<file path="config.mk">
export PLATFORM = sky130hd
export DESIGN_NAME = scpr_top
export DESIGN_NICKNAME = d
export VERILOG_FILES = /design/src/hw/scpr_pkg.sv /design/src/hw/scpr_in_route.sv /design/src/hw/scpr_out_route.sv /design/src/hw/scpr_top.sv
export VERILOG_INCLUDE_DIRS = /design/src /design/src/hw
export SDC_FILE = /design/constraint.sdc
export NUM_CORES = 1
export LEC_CHECK = 0
export BUFFER_PORTS_ARGS = -buffer_cell sky130_fd_sc_hd__buf_2
export CORE_UTILIZATION = 45
export CTS_BUF_LIST = sky130_fd_sc_hd__clkbuf_16
export DETAILED_ROUTE_END_ITERATION = 6
export PLACE_DENSITY = 0.83
export SLEW_MARGIN = 20
export SYNTH_ARGS = -nofsm -noshare
export SYNTH_HDL_FRONTEND = slang
export SYNTH_SLANG_ARGS = --single-unit
</file>
<file path="constraint.sdc">
create_clock -name sys_clk -period 2.4 [get_ports sys_clk]
set_input_delay 0.36 -clock sys_clk [delete_from_list [all_inputs] [get_ports sys_clk]]
set_output_delay 0.36 -clock sys_clk [all_outputs]
set_load 0.005 [all_outputs]
</file>
<file path="src/hw/scpr_defs.svh">
`ifndef SCPR_DEFS_SVH
`define SCPR_DEFS_SVH

// Register byte addresses
`define SCPR_SERIAL_OFFSET    8'h00
`define SCPR_CAN_OFFSET       8'h04

// Serial routing register, implemented width and reset value
`define SCPR_SERIAL_WIDTH     14
`define SCPR_SERIAL_RESET     14'h0000

// Serial routing field positions (low bit of each 2-bit field)
`define SCPR_CH5_SOUT_LSB     12
`define SCPR_CH5_DIN_LSB      10
`define SCPR_CH4_SCLK_LSB     8
`define SCPR_CH4_SOUT_LSB     6
`define SCPR_CH4_DIN_LSB      4
`define SCPR_CH4_CTS_LSB      2
`define SCPR_CH4_RTS_LSB      0

// CAN, trigger and counter register reset value
`define SCPR_CAN_RESET        32'h0000_0000

// CAN, trigger and counter field positions
`define SCPR_CAN1_TX_LSB      30
`define SCPR_CAN1_RX_LSB      28
`define SCPR_CAN0_TX_LSB      26
`define SCPR_CAN0_RX_LSB      24
`define SCPR_TRIG0_LSB        12
`define SCPR_TRIG_WIDTH       4
`define SCPR_COUNTER_LSB      0

// Highest legal trigger source code
`define SCPR_TRIG_MAX_CODE    4'h9

`endif

</file>
<file path="src/hw/scpr_pkg.sv">
package scpr_pkg;

    typedef logic [1:0] scpr_route_type;
    typedef logic [3:0] scpr_trig_type;

    // Pin instance picked by a 2-bit route code; 00 and 01 share instance 0
    function automatic logic [1:0] scpr_route_inst(input scpr_route_type sel);
        if (sel == 2'h3) begin
            return 2'h2;
        end else if (sel == 2'h2) begin
            return 2'h1;
        end
        return 2'h0;
    endfunction

    // Trigger source index; prohibited codes fall back to source 0
    function automatic logic [3:0] scpr_trig_index(input scpr_trig_type code);
        if (code <= 4'h1 || code > 4'h9) begin
            return 4'h0;
        end
        return code - 4'h1;
    endfunction

endpackage

</file>
<file path="src/hw/scpr_in_route.sv">
`timescale 1ns/100ps
module scpr_in_route
    import scpr_pkg::*;
(
    // Route code
    input  wire scpr_route_type routeSel,
    // Pin instances
    input  wire logic [2:0]     pinIn,
    // Peripheral input
    output logic                periphIn
);

    logic [1:0] inst;

    assign inst     = scpr_route_inst(routeSel);
    assign periphIn = pinIn[inst];

endmodule // scpr_in_route

</file>
<file path="src/hw/scpr_out_route.sv">
`timescale 1ns/100ps
module scpr_out_route
    import scpr_pkg::*;
(
    // Route code
    input  wire scpr_route_type routeSel,
    // Peripheral side
    input  wire logic           periphOut,
    output logic                periphIn,
    // Pin side
    input  wire logic [2:0]     pinIn,
    output logic [2:0]          pinOut,
    output logic [2:0]          pinOeN
);

    logic [1:0] inst;
    logic       drive;

    assign inst     = scpr_route_inst(routeSel);
    assign drive    = (routeSel != 2'h0);
    assign periphIn = pinIn[inst];

    // Unselected instances stay released for other pin functions
    generate
        for (genvar i = 0; i < 3; i++) begin : g_pin
            assign pinOut[i] = (drive && inst == 2'(i)) ? periphOut : 1'b0;
            assign pinOeN[i] = !(drive && inst == 2'(i));
        end
    endgenerate

endmodule // scpr_out_route

</file>
<file path="src/hw/scpr_top.sv">
// Behaviour
// - Channel 5 output code 00: input from instance 0, no pin driven.
// - Channel 5 output codes 01/10/11: instance 0/1/2 both directions.
// - Channel 5 input: 00,01 instance 0; 10 instance 1; 11 instance 2.
// - Channel 4 clock code 00: clock in from instance 0, no output.
// - Channel 4 clock codes 01/10/11: instance 0/1/2 both directions.
// - Channel 4 output: 00 input-only instance 0; else instances 0/1/2.
// - Channel 4 input: 00,01 instance 0; 10 instance 1; 11 instance 2.
// - Channel 4 clear-to-send: 00,01 instance 0; 10 one; 11 two.
// - Channel 4 request-to-send: 00 no output; else drives instance 0/1/2.
// - Reads return the last written field values without side effects.
// - Serial routing survives deep standby reset; other resets clear it.
// - CAN/trigger/counter register holds all fields read/write, reset zero.
// - CAN 1 transmit: 00 no output; 01/10/11 drive instance 0/1/2.
// - CAN 1 receive: 00,01 instance 0; 10 instance 1; 11 instance 2.
`timescale 1ns/100ps
`include "scpr_defs.svh"
module scpr_top
    import scpr_pkg::*;
(
    // Clock and resets
    input  wire logic        sys_clk,
    input  wire logic        nrst,
    input  wire logic        deepStandbyReset,
    // Register port
    input  wire logic [7:0]  regAddr,
    input  wire logic [31:0] regWdata,
    input  wire logic        regWrite,
    input  wire logic        regRead,
    output logic [31:0]      regRdata,
    // Channel 5 serial data out line
    input  wire logic        ch5SoutPeriph,
    output logic             ch5SoutFeedback,
    input  wire logic [2:0]  ch5SoutPinIn,
    output logic [2:0]       ch5SoutPinOut,
    output logic [2:0]       ch5SoutPinOeN,
    // Channel 5 serial data in line
    input  wire logic [2:0]  ch5DinPins,
    output logic             ch5DinPeriph,
    // Channel 4 serial clock line
    input  wire logic        ch4SclkPeriph,
    output logic             ch4SclkFeedback,
    input  wire logic [2:0]  ch4SclkPinIn,
    output logic [2:0]       ch4SclkPinOut,
    output logic [2:0]       ch4SclkPinOeN,
    // Channel 4 serial data out line
    input  wire logic        ch4SoutPeriph,
    output logic             ch4SoutFeedback,
    input  wire logic [2:0]  ch4SoutPinIn,
    output logic [2:0]       ch4SoutPinOut,
    output logic [2:0]       ch4SoutPinOeN,
    // Channel 4 serial data in and clear-to-send lines
    input  wire logic [2:0]  ch4DinPins,
    output logic             ch4DinPeriph,
    input  wire logic [2:0]  ch4CtsPins,
    output logic             ch4CtsPeriph,
    // Channel 4 request-to-send line
    input  wire logic        ch4RtsPeriph,
    output logic [2:0]       ch4RtsPinOut,
    output logic [2:0]       ch4RtsPinOeN,
    // CAN 1 lines
    input  wire logic        can1TxPeriph,
    output logic [2:0]       can1TxPinOut,
    output logic [2:0]       can1TxPinOeN,
    input  wire logic [2:0]  can1RxPins,
    output logic             can1RxPeriph,
    // CAN 0 lines
    input  wire logic        can0TxPeriph,
    output logic [2:0]       can0TxPinOut,
    output logic [2:0]       can0TxPinOeN,
    input  wire logic [2:0]  can0RxPins,
    output logic             can0RxPeriph,
    // Converter start triggers
    input  wire logic [8:0]  trigSources,
    output logic [2:0]       convTrigger,
    // Quadrature counter inputs, three pins per field
    input  wire logic [17:0] counterPins,
    output logic [5:0]       counterInputs
);

    logic [`SCPR_SERIAL_WIDTH-1:0] serialRoute;
    logic [31:0]                   canRoute;
    logic                          serialSel;
    logic                          canSel;

    assign serialSel = (regAddr == `SCPR_SERIAL_OFFSET);
    assign canSel    = (regAddr == `SCPR_CAN_OFFSET);

    // Deep standby reset leaves serial routing intact so its pins keep their function; CAN routing is cleared
    always_ff @(posedge sys_clk) begin
        if (!nrst) begin
            if (!deepStandbyReset) begin
                serialRoute <= `SCPR_SERIAL_RESET;
            end
        end else if (regWrite && serialSel) begin
            serialRoute <= regWdata[`SCPR_SERIAL_WIDTH-1:0];
        end
    end

    always_ff @(posedge sys_clk) begin
        if (!nrst) begin
            canRoute <= `SCPR_CAN_RESET;
        end else if (regWrite && canSel) begin
            canRoute <= regWdata;
        end
    end

    // Read data stand for one cycle only; unmapped and idle read zero
    always_ff @(posedge sys_clk) begin
        if (!nrst) begin
            regRdata <= 32'h0000_0000;
        end else if (regRead && serialSel) begin
            regRdata <= {18'h00000, serialRoute};
        end else if (regRead && canSel) begin
            regRdata <= canRoute;
        end else begin
            regRdata <= 32'h0000_0000;
        end
    end

    // Two-way serial lines
    scpr_out_route u_ch5_sout (
        .routeSel  (serialRoute[`SCPR_CH5_SOUT_LSB +: 2]),
        .periphOut (ch5SoutPeriph),
        .periphIn  (ch5SoutFeedback),
        .pinIn     (ch5SoutPinIn),
        .pinOut    (ch5SoutPinOut),
        .pinOeN    (ch5SoutPinOeN)
    );

    scpr_out_route u_ch4_sclk (
        .routeSel  (serialRoute[`SCPR_CH4_SCLK_LSB +: 2]),
        .periphOut (ch4SclkPeriph),
        .periphIn  (ch4SclkFeedback),
        .pinIn     (ch4SclkPinIn),
        .pinOut    (ch4SclkPinOut),
        .pinOeN    (ch4SclkPinOeN)
    );

    scpr_out_route u_ch4_sout (
        .routeSel  (serialRoute[`SCPR_CH4_SOUT_LSB +: 2]),
        .periphOut (ch4SoutPeriph),
        .periphIn  (ch4SoutFeedback),
        .pinIn     (ch4SoutPinIn),
        .pinOut    (ch4SoutPinOut),
        .pinOeN    (ch4SoutPinOeN)
    );

    // Output-only lines; their input path is not used
    scpr_out_route u_ch4_rts (
        .routeSel  (serialRoute[`SCPR_CH4_RTS_LSB +: 2]),
        .periphOut (ch4RtsPeriph),
        .periphIn  (),
        .pinIn     (3'h0),
        .pinOut    (ch4RtsPinOut),
        .pinOeN    (ch4RtsPinOeN)
    );

    scpr_out_route u_can1_tx (
        .routeSel  (canRoute[`SCPR_CAN1_TX_LSB +: 2]),
        .periphOut (can1TxPeriph),
        .periphIn  (),
        .pinIn     (3'h0),
        .pinOut    (can1TxPinOut),
        .pinOeN    (can1TxPinOeN)
    );

    scpr_out_route u_can0_tx (
        .routeSel  (canRoute[`SCPR_CAN0_TX_LSB +: 2]),
        .periphOut (can0TxPeriph),
        .periphIn  (),
        .pinIn     (3'h0),
        .pinOut    (can0TxPinOut),
        .pinOeN    (can0TxPinOeN)
    );

    // Input-only lines
    scpr_in_route u_ch5_din (
        .routeSel (serialRoute[`SCPR_CH5_DIN_LSB +: 2]),
        .pinIn    (ch5DinPins),
        .periphIn (ch5DinPeriph)
    );

    scpr_in_route u_ch4_din (
        .routeSel (serialRoute[`SCPR_CH4_DIN_LSB +: 2]),
        .pinIn    (ch4DinPins),
        .periphIn (ch4DinPeriph)
    );

    scpr_in_route u_ch4_cts (
        .routeSel (serialRoute[`SCPR_CH4_CTS_LSB +: 2]),
        .pinIn    (ch4CtsPins),
        .periphIn (ch4CtsPeriph)
    );

    scpr_in_route u_can1_rx (
        .routeSel (canRoute[`SCPR_CAN1_RX_LSB +: 2]),
        .pinIn    (can1RxPins),
        .periphIn (can1RxPeriph)
    );

    scpr_in_route u_can0_rx (
        .routeSel (canRoute[`SCPR_CAN0_RX_LSB +: 2]),
        .pinIn    (can0RxPins),
        .periphIn (can0RxPeriph)
    );

    generate
        for (genvar k = 0; k < 6; k++) begin : g_counter
            scpr_in_route u_sel (
                .routeSel (canRoute[`SCPR_COUNTER_LSB + 2*k +: 2]),
                .pinIn    (counterPins[3*k +: 3]),
                .periphIn (counterInputs[k])
            );
        end
        // Prohibited codes are not trapped, only steered to source 0
        for (genvar t = 0; t < 3; t++) begin : g_trig
            assign convTrigger[t] = trigSources[scpr_trig_index(
                canRoute[`SCPR_TRIG0_LSB + 4*t +: 4])];
        end
    endgenerate
endmodule // scpr_top

</file>
==> flow_summary_export.csv, run 1 <==
group,metric,value,unit
run_status,status,"complete, but fails checks",
run_status,violations,"setup timing",
detailed_routing,via_per_inst,5.25,
detailed_routing,drc,0,
setup_path,path_max_fanout,3,
setup_path,crit_arrival,2.09,ns
yosys,yosys.area.top_type,"dfxtp_1",
setup_path,worst_setup_path_start_kind,"flop",
global_routing,grt_pass1_vias,3943,
cts,cts_tree,"built",
cells_and_area,layout.cells.non_filler,756,
yosys,ys_warn_count,0,
sta,whs,0.280,ns
cts,clock_path_buffers,2,
sta,setup_viol,2,
yosys,synth_area,4070,um^2
setup_path,r2r_slack,1.54,ns
yosys,synthSimpleGateAreaFrac,25.5,%
sta,finalHoldViolations,0,
global_routing,grt_util_met2,41.3,%
setup_path,worstSetupStartpoint,"canRoute[12]",
sta,max_freq,408,MHz
setup_path,endpoint,"convTrigger[0]",
cells_and_area,num_antenna_cells,0,
setup_path,r2r_start,"serialRoute[7]",
yosys,synth_compound_area_share,18.6,%
power_and_ir_drop,power_density,527,nW/um^2
floorplanning,coreArea,8720,um^2
yosys,synth_area_per_cell,9.02,um^2
detailed_routing,ant_nets,0,
global_routing,grtUsageTotal,23.0,%
cells_and_area,drive_above_1_share,46.1,%
yosys,synthFlopType,"dfxtp_1",
setup_path,cp.required,2.04,ns
yosys,synth_common_cells,"nand2_1, dfxtp_1, and2_1",
sta,tightest_slew,0.390,ns
cts,insertion_delay,0.32,ns
setup_path,r2r_end,"regRdata[7]",
yosys,yosys.area_share.xor_xnor,0.862,%
cts,cts-root-buf,"clkbuf_16",
detailed_routing,wire_per_inst,14.7,um
yosys,ys_seq_area_share,41.8,%
setup_path,crit_path_end_kind,"primary output",
global_routing,grt_max_degree,31,
yosys,synthCells,451,
place,placement.cell_area,5060,um^2
cts,clock_sinks,78,
detailed_routing,wirelength,11100,um
place,dp.cells,729,
yosys,ys_async_sr_fraction,0,%
power_and_ir_drop,finalPower,2.95,mW
cells_and_area,final_area,5600,um^2
floorplanning,die-area,9420,um^2
global_routing,busiest_layer,"met2",
global_routing,met1_usage,27.1,%
power_and_ir_drop,ir_drop,293,uV
sta,skew,0.00584,ns
yosys,synth_edf_count,14,
floorplanning,fp.dieW,97.1,um
global_routing,met3_usage,3.38,%
yosys,synth_top_area_share,31.5,%
yosys,syn-num-nets,559,
sta,drv_slew,0,
cells_and_area,fin_nets,751,
place,portBuffers,186,
detailed_routing,drt_iter0_drc,136,
floorplanning,ioPinCount,187,
cts,path_clk_slew,0.06,ns
detailed_routing,first_pass_iters,4,
yosys,ys_ff_latch,78,
floorplanning,initial_core_util,46.6,%
cts,postCtsHoldBufs,0,
global_routing,grt_pass1_wl,17800,um
yosys,synth.distinct_cells,56,
setup_path,r2r_cells,1,
yosys,synth_top_family_by_area,"simple AND/OR/NAND/NOR gates",
place,preCtsSetupSlack,-0.00208,ns
floorplanning,num_rows,34,
place,hpwl,7900,um
detailed_routing,vias,3972,
sta,slew_headroom,73.7,%
global_routing,grt_overflow,0,
sta,rsz0062_at_grt,"true",
cells_and_area,area_growth,37.7,%
yosys,synth_fa_ha_area_share,1.85,%
setup_path,worst-setup-path-type,"flop to primary output",
place,place.gp.congestion,0.900,
yosys,synth.area.mux_share,5.20,%
cts,cts_buffers,9,
yosys,yosysMostFrequentCell,"nand2_1",
run,max_cap_violations,0,
min_path,hold_path_class,"input pin to flop",
cts,htreeDepth,3,
sta,layout_min_cycle_time,2.45,ns
power_and_ir_drop,p_leak,2.52,nW
sta,fin_ws,-0.0536,ns
global_routing,antenna_found_initial,0,
sta,min_period_over_period,102,%
floorplanning,die_h,97.1,um
yosys,yosys-top-cells-area,"dfxtp_1, edfxtp_1, nand2_1, a21boi_2, and2_1",
cells_and_area,fillers,707,
metal layers:
metal	up-vias	wire [um]	part of all wire (%)
li1	1918	-	-
met1	1850	4580	41
met2	171	5670	51
met3	33	571	5.1
met4	0	308	2.8
met5	-	0	0
worst max-delay path: stages (launching register included):
cell	delay, ns
dfxtp_2	0.35
inv_2	0.06
ha_4	0.27
inv_1	0.05
a21o_1	0.16
a221oi_2	0.28
a31oi_1	0.15
a311oi_2	0.28
buf_2	0.17
cell usage in the layout, fill, tap and decap left out, types with 2 or more instances in the layout:
cell type,n
a311oi_1,2
ha_4,5
nand2b_1,15
buf_2,186
nor2b_1,4
nor3_1,3
clkinv_1,2
mux2i_1,20
nand2_1,69
o21ai_1,6
inv_2,6
o221ai_1,2
xor2_1,2
clkbuf_16,9
a22o_1,14
and3_1,7
nor2_1,32
a31oi_1,2
a22oi_1,2
inv_1,11
a21boi_2,20
dfxtp_1,58
a21boi_1,12
dfxtp_2,4
a21oi_1,16
nand3_1,3
o21bai_2,2
buf_4,22
clkinvlp_4,2
dfxtp_4,2
or4_1,2
edfxtp_1,14
nand2_2,20
o21bai_1,2
buf_6,2
and2_1,34
o22ai_1,2
through the flow:
stage | setup TNS [ns] | util, %
global route | -0.276 | 64.2
CTS | -0.00885 | 63.4
floorplan | 0 | -
finish | -0.0607 | 64.2
detailed placement | -0.00208 | 58.1
global placement | 0 | 58.1
worst min path at each step:
stage                 start      endpoint  slack (ns)  cells past startpoint
5_1_grt        regWdata[26]  canRoute[26]        0.27                      3
2_1_floorplan  canRoute[24]  canRoute[24]        0.45                      2
6_report       regWdata[24]  canRoute[24]        0.28                      3
3_3_place_gp   canRoute[24]  canRoute[24]        0.47                      2
4_1_cts        regWdata[24]  canRoute[24]        0.27                      3
3_5_place_dp   canRoute[24]  canRoute[24]        0.47                      2
power by group:
part	total [mW]	switching (mW)	internal, mW	leakage [nW]
clock	1.32	0.526	0.798	0.138
sequential	1.37	0.0232	1.35	0.641
combinational	0.256	0.114	0.142	1.74
cells by family (layout without fill, tap and decap cells):
group	Yosys count	count (layout)
AO/OA/AOI/OAI	95	95
XOR/XNOR	4	4
adder cells (fa/ha/maj)	6	6
buffers and inverters	46	243
flip-flops	78	78
multiplexers	21	21
AND/OR/NAND/NOR	201	201
registers in the layout, summed over array words and instances (netlist names):
signal       flops
canRoute        32
regRdata        32
serialRoute     14
cell type report:
class                           count  area, um^2  area share [%]
Clock buffer                        9         225            4.02
Inverter                           16        60.1            1.07
Multi-Input combinational cell    327        2260            40.4
Timing Repair Buffer              211        1140            20.3
Clock inverter                      7        65.1            1.16
Tap cell                          108         135            2.41
Sequential cell                    78        1710            30.6
what timing repair did:
item,CTS,global route
gates cloned,0,0
buffers inserted,10,2
endpoints found under the setup margin,3,3
gates resized for setup,34,12
pin swaps,15,5
Power figures use the tool's default switching activity.
==> run 2: changes to the inputs <==
- ABC_AREA: not set -> 1
- PLACE_DENSITY: 0.83 -> 0.85
- clock period: 2.4 -> 2.9 ns (I/O delays scaled with it)
==> run 2 against run 1 <==
  * The run now ends clean
  * Critical path depth is 4 higher
  * Synthesized cell count increased by 13%
  * Wire length fell by 10%
  * Non-clock buffer count down 20
  * Core utilization fell by 0.12 points
  * Hold slack better by 0.096 ns
  * Largest cell class is now sequential cells
==> flow_summary_export.csv, run 2 <==
group,metric,value,unit
floorplanning,die_h,93.3,um
yosys,synthCells,508,
cts,htreeDepth,3,
setup_path,cp.required,2.47,ns
cells_and_area,fillers,691,
detailed_routing,via_per_inst,4.98,
sta,max_freq,372,MHz
power_and_ir_drop,p_sw,0.561,mW
cells_and_area,fin_nets,797,
yosys,synthFlopType,"dfxtp_1",
sta,layout_min_cycle_time,2.69,ns
global_routing,met3_usage,5.20,%
yosys,synth.distinct_cells,29,
power_and_ir_drop,p_int,1.94,mW
cells_and_area,layout.cells.non_filler,796,
power_and_ir_drop,p_leak,2.62,nW
sta,finalHoldViolations,0,
floorplanning,ioPinCount,187,
yosys,yosysMostFrequentCell,"nand2_1",
yosys,synth_top_area_share,34.2,%
detailed_routing,ant_nets,0,
setup_path,crit_buf_inv,3,
sta,slew_headroom,67.2,%
setup_path,crit_slowest_cell,"dfxtp_2",
run,max_cap_violations,0,
cells_and_area,num_antenna_cells,0,
setup_path,worst_setup_path_start_kind,"flop",
setup_path,slowest_delay,0.35,ns
setup_path,path_max_fanout,9,
yosys,ys_async_sr_fraction,0,%
cells_and_area,area_growth,34.8,%
power_and_ir_drop,power_density,496,nW/um^2
detailed_routing,wire_per_inst,12.6,um
setup_path,worst-setup-path-type,"flop to primary output",
floorplanning,num_rows,32,
place,portBuffers,186,
place,hpwl,7590,um
cts,cts_buffers,9,
cells_and_area,final_common_cell,"buf_2",
cells_and_area,reg.largest.list,"canRoute x32, regRdata x32, serialRoute x14",
sta,fin_ws,0.214,ns
global_routing,grt_max_degree,41,
power_and_ir_drop,p_sw_share,22.4,%
yosys,synth_edf_count,14,
global_routing,grt_pass1_vias,3712,
min_path,hold_path_class,"input pin to flop",
sta,rsz0062_at_grt,"false",
sta,skew,0.00653,ns
cts,cts_tree,"built",
detailed_routing,first_pass_iters,6,
place,dp.cells,779,
detailed_routing,drt_iter0_drc,162,
yosys,syn-num-nets,616,
cts,clock_path_buffers,2,
sta,setup_viol,0,
setup_path,cp_cell_sequence,"clkinvlp_4, ha_1, o21ai_0, nand2_1, nand2_2, nand2_1, inv_1, nand3_1, nand3b_1, nand3_1, nand2_1, buf_2",
global_routing,antenna_found_initial,0,
detailed_routing,wirelength,10000,um
power_and_ir_drop,p_clk_share,45.6,%
yosys,synth_common_cells,"nand2_1, inv_1, dfxtp_1",
power_and_ir_drop,comb_power_share,9.3,%
cells_and_area,layout_common_cells,"buf_2, nand2_1, inv_1",
cts,insertion_delay,0.32,ns
run_status,status,"finished clean",
setup_path,crit_top_cell,"nand2_1",
floorplanning,coreArea,7890,um^2
setup_path,crit_arrival,2.25,ns
yosys,yosys.area.top_type,"dfxtp_1",
global_routing,grt_overflow,0,
yosys,synth_area_per_cell,7.38,um^2
sta,min_period_over_period,92.6,%
yosys,ys_ff_latch,78,
floorplanning,fp.dieW,93.3,um
cts,clock_sinks,78,
place,preCtsSetupSlack,0.513,ns
sta,setup-tns-final,0,ns
power_and_ir_drop,ir_drop,268,uV
global_routing,grt_util_met2,43.9,%
global_routing,met1_usage,26.0,%
detailed_routing,drc,0,
yosys,ys_warn_count,0,
sta,drv_slew,0,
global_routing,grtUsageTotal,23.6,%
place,place.gp.congestion,0.928,
cts,postCtsHoldBufs,0,
global_routing,grt_pass1_wl,16300,um
sta,tightest_slew,0.490,ns
global_routing,busiest_layer,"met2",
cells_and_area,drive_above_1_share,32.7,%
yosys,ys_seq_area_share,45.4,%
setup_path,crit_path_end_kind,"primary output",
yosys,yosys-top-cells-area,"dfxtp_1, edfxtp_1, nand2_1, inv_1, a21oi_1",
floorplanning,initial_core_util,47.6,%
cts,cts-root-buf,"clkbuf_16",
power_and_ir_drop,pwr-share-seq,45.1,%
floorplanning,die-area,8700,um^2
detailed_routing,vias,3962,
cts,path_clk_slew,0.06,ns
setup_path,path_delay_family,"simple AND/OR/NAND/NOR gates",
yosys,synth_area,3750,um^2
-- run 2: cell types whose count changed after synthesis, moves of 12 or more --
cell,before,now
inv_1,16,89
a21oi_1,16,57
and2_1,34,0
nand3_1,3,37
o21ai_1,0,28
nor2_1,32,58
nand2_1,69,93
a21boi_2,20,0
mux2i_1,20,0
nand2_2,20,2
nand2b_1,15,0
a22o_1,14,0
a21boi_1,12,0
-- run 2: per-layer routing --
metal,vias to the layer above,part of all wire [%]
met5,-,0
li1,1998,-
met3,26,6.5
met2,173,51
met4,0,2.1
met1,1765,40
-- run 2: worst paths after layout --
kind	endpoint	start	slack (ns)	cells past startpoint
worst min-delay path	canRoute[28]	regWdata[28]	0.38	3
worst max register to register	canRoute[20]	canRoute[20]	1.99	3
worst max-delay path	convTrigger[1]	canRoute[16]	0.21	12
worst min register to register	regRdata[25]	canRoute[25]	0.49	2
-- run 2: per-stage QoR --
step | utilization [%] | total power [mW] | hold WS, ns | cell area [um^2]
final | 64.1 | 2.51 | 0.375 | 5050
after global routing | 64.1 | 2.61 | 0.378 | 5050
after CTS | 63.8 | 2.52 | 0.367 | 5030
after detailed placement | 59.9 | 1.38 | 0.479 | 4720
after global placement | 59.9 | 1.38 | 0.474 | 4720
after floorplan | - | 1.26 | 0.451 | 3750
-- run 2: cell type report --
class                   instances  area, um^2  share of cell area (%)
flip-flops and latches         78        1700                    33.7
multi-input cells             318        1580                    31.3
repair buffers                191         981                    19.4
inverters                      91         349                    6.91
clock buffers                  10         250                    4.95
well taps                     102         128                    2.52
clock inverters                 6        58.8                    1.16
-- run 2: kinds of logic (layout without fill, tap and decap cells) --
family,after synthesis,after routing,synth area share (%)
and+or+nand+nor,200,200,22.7
AOI/OAI and AO/OA,112,112,17.4
buffers and inverters,112,298,12.5
DFF,78,78,45.4
adders and majority gates,6,6,2.00
-- run 2: worst register-to-register path, delay by kind of cell, from the launching register on --
family                 cells  cell delay (ns)
DFF                        1             0.43
buffers and inverters      2             0.30
AOI/OAI and AO/OA          1             0.12
-- run 2: power groups by stage --
stage / logic (mW) / registers [mW] / clock network, mW
global route: 0.262 / 1.13 / 1.21
CTS: 0.232 / 1.13 / 1.16
global placement: 0.223 / 1.15 / 0
floorplan: 0.107 / 1.15 / 0
finish: 0.232 / 1.13 / 1.14
detailed placement: 0.230 / 1.15 / 0
-- run 2: timing repair --
action | 4_1_cts | 5_1_grt
endpoints found under the setup margin | 0 | 3
gates resized for setup | 0 | 6
setup buffers | 0 | 1
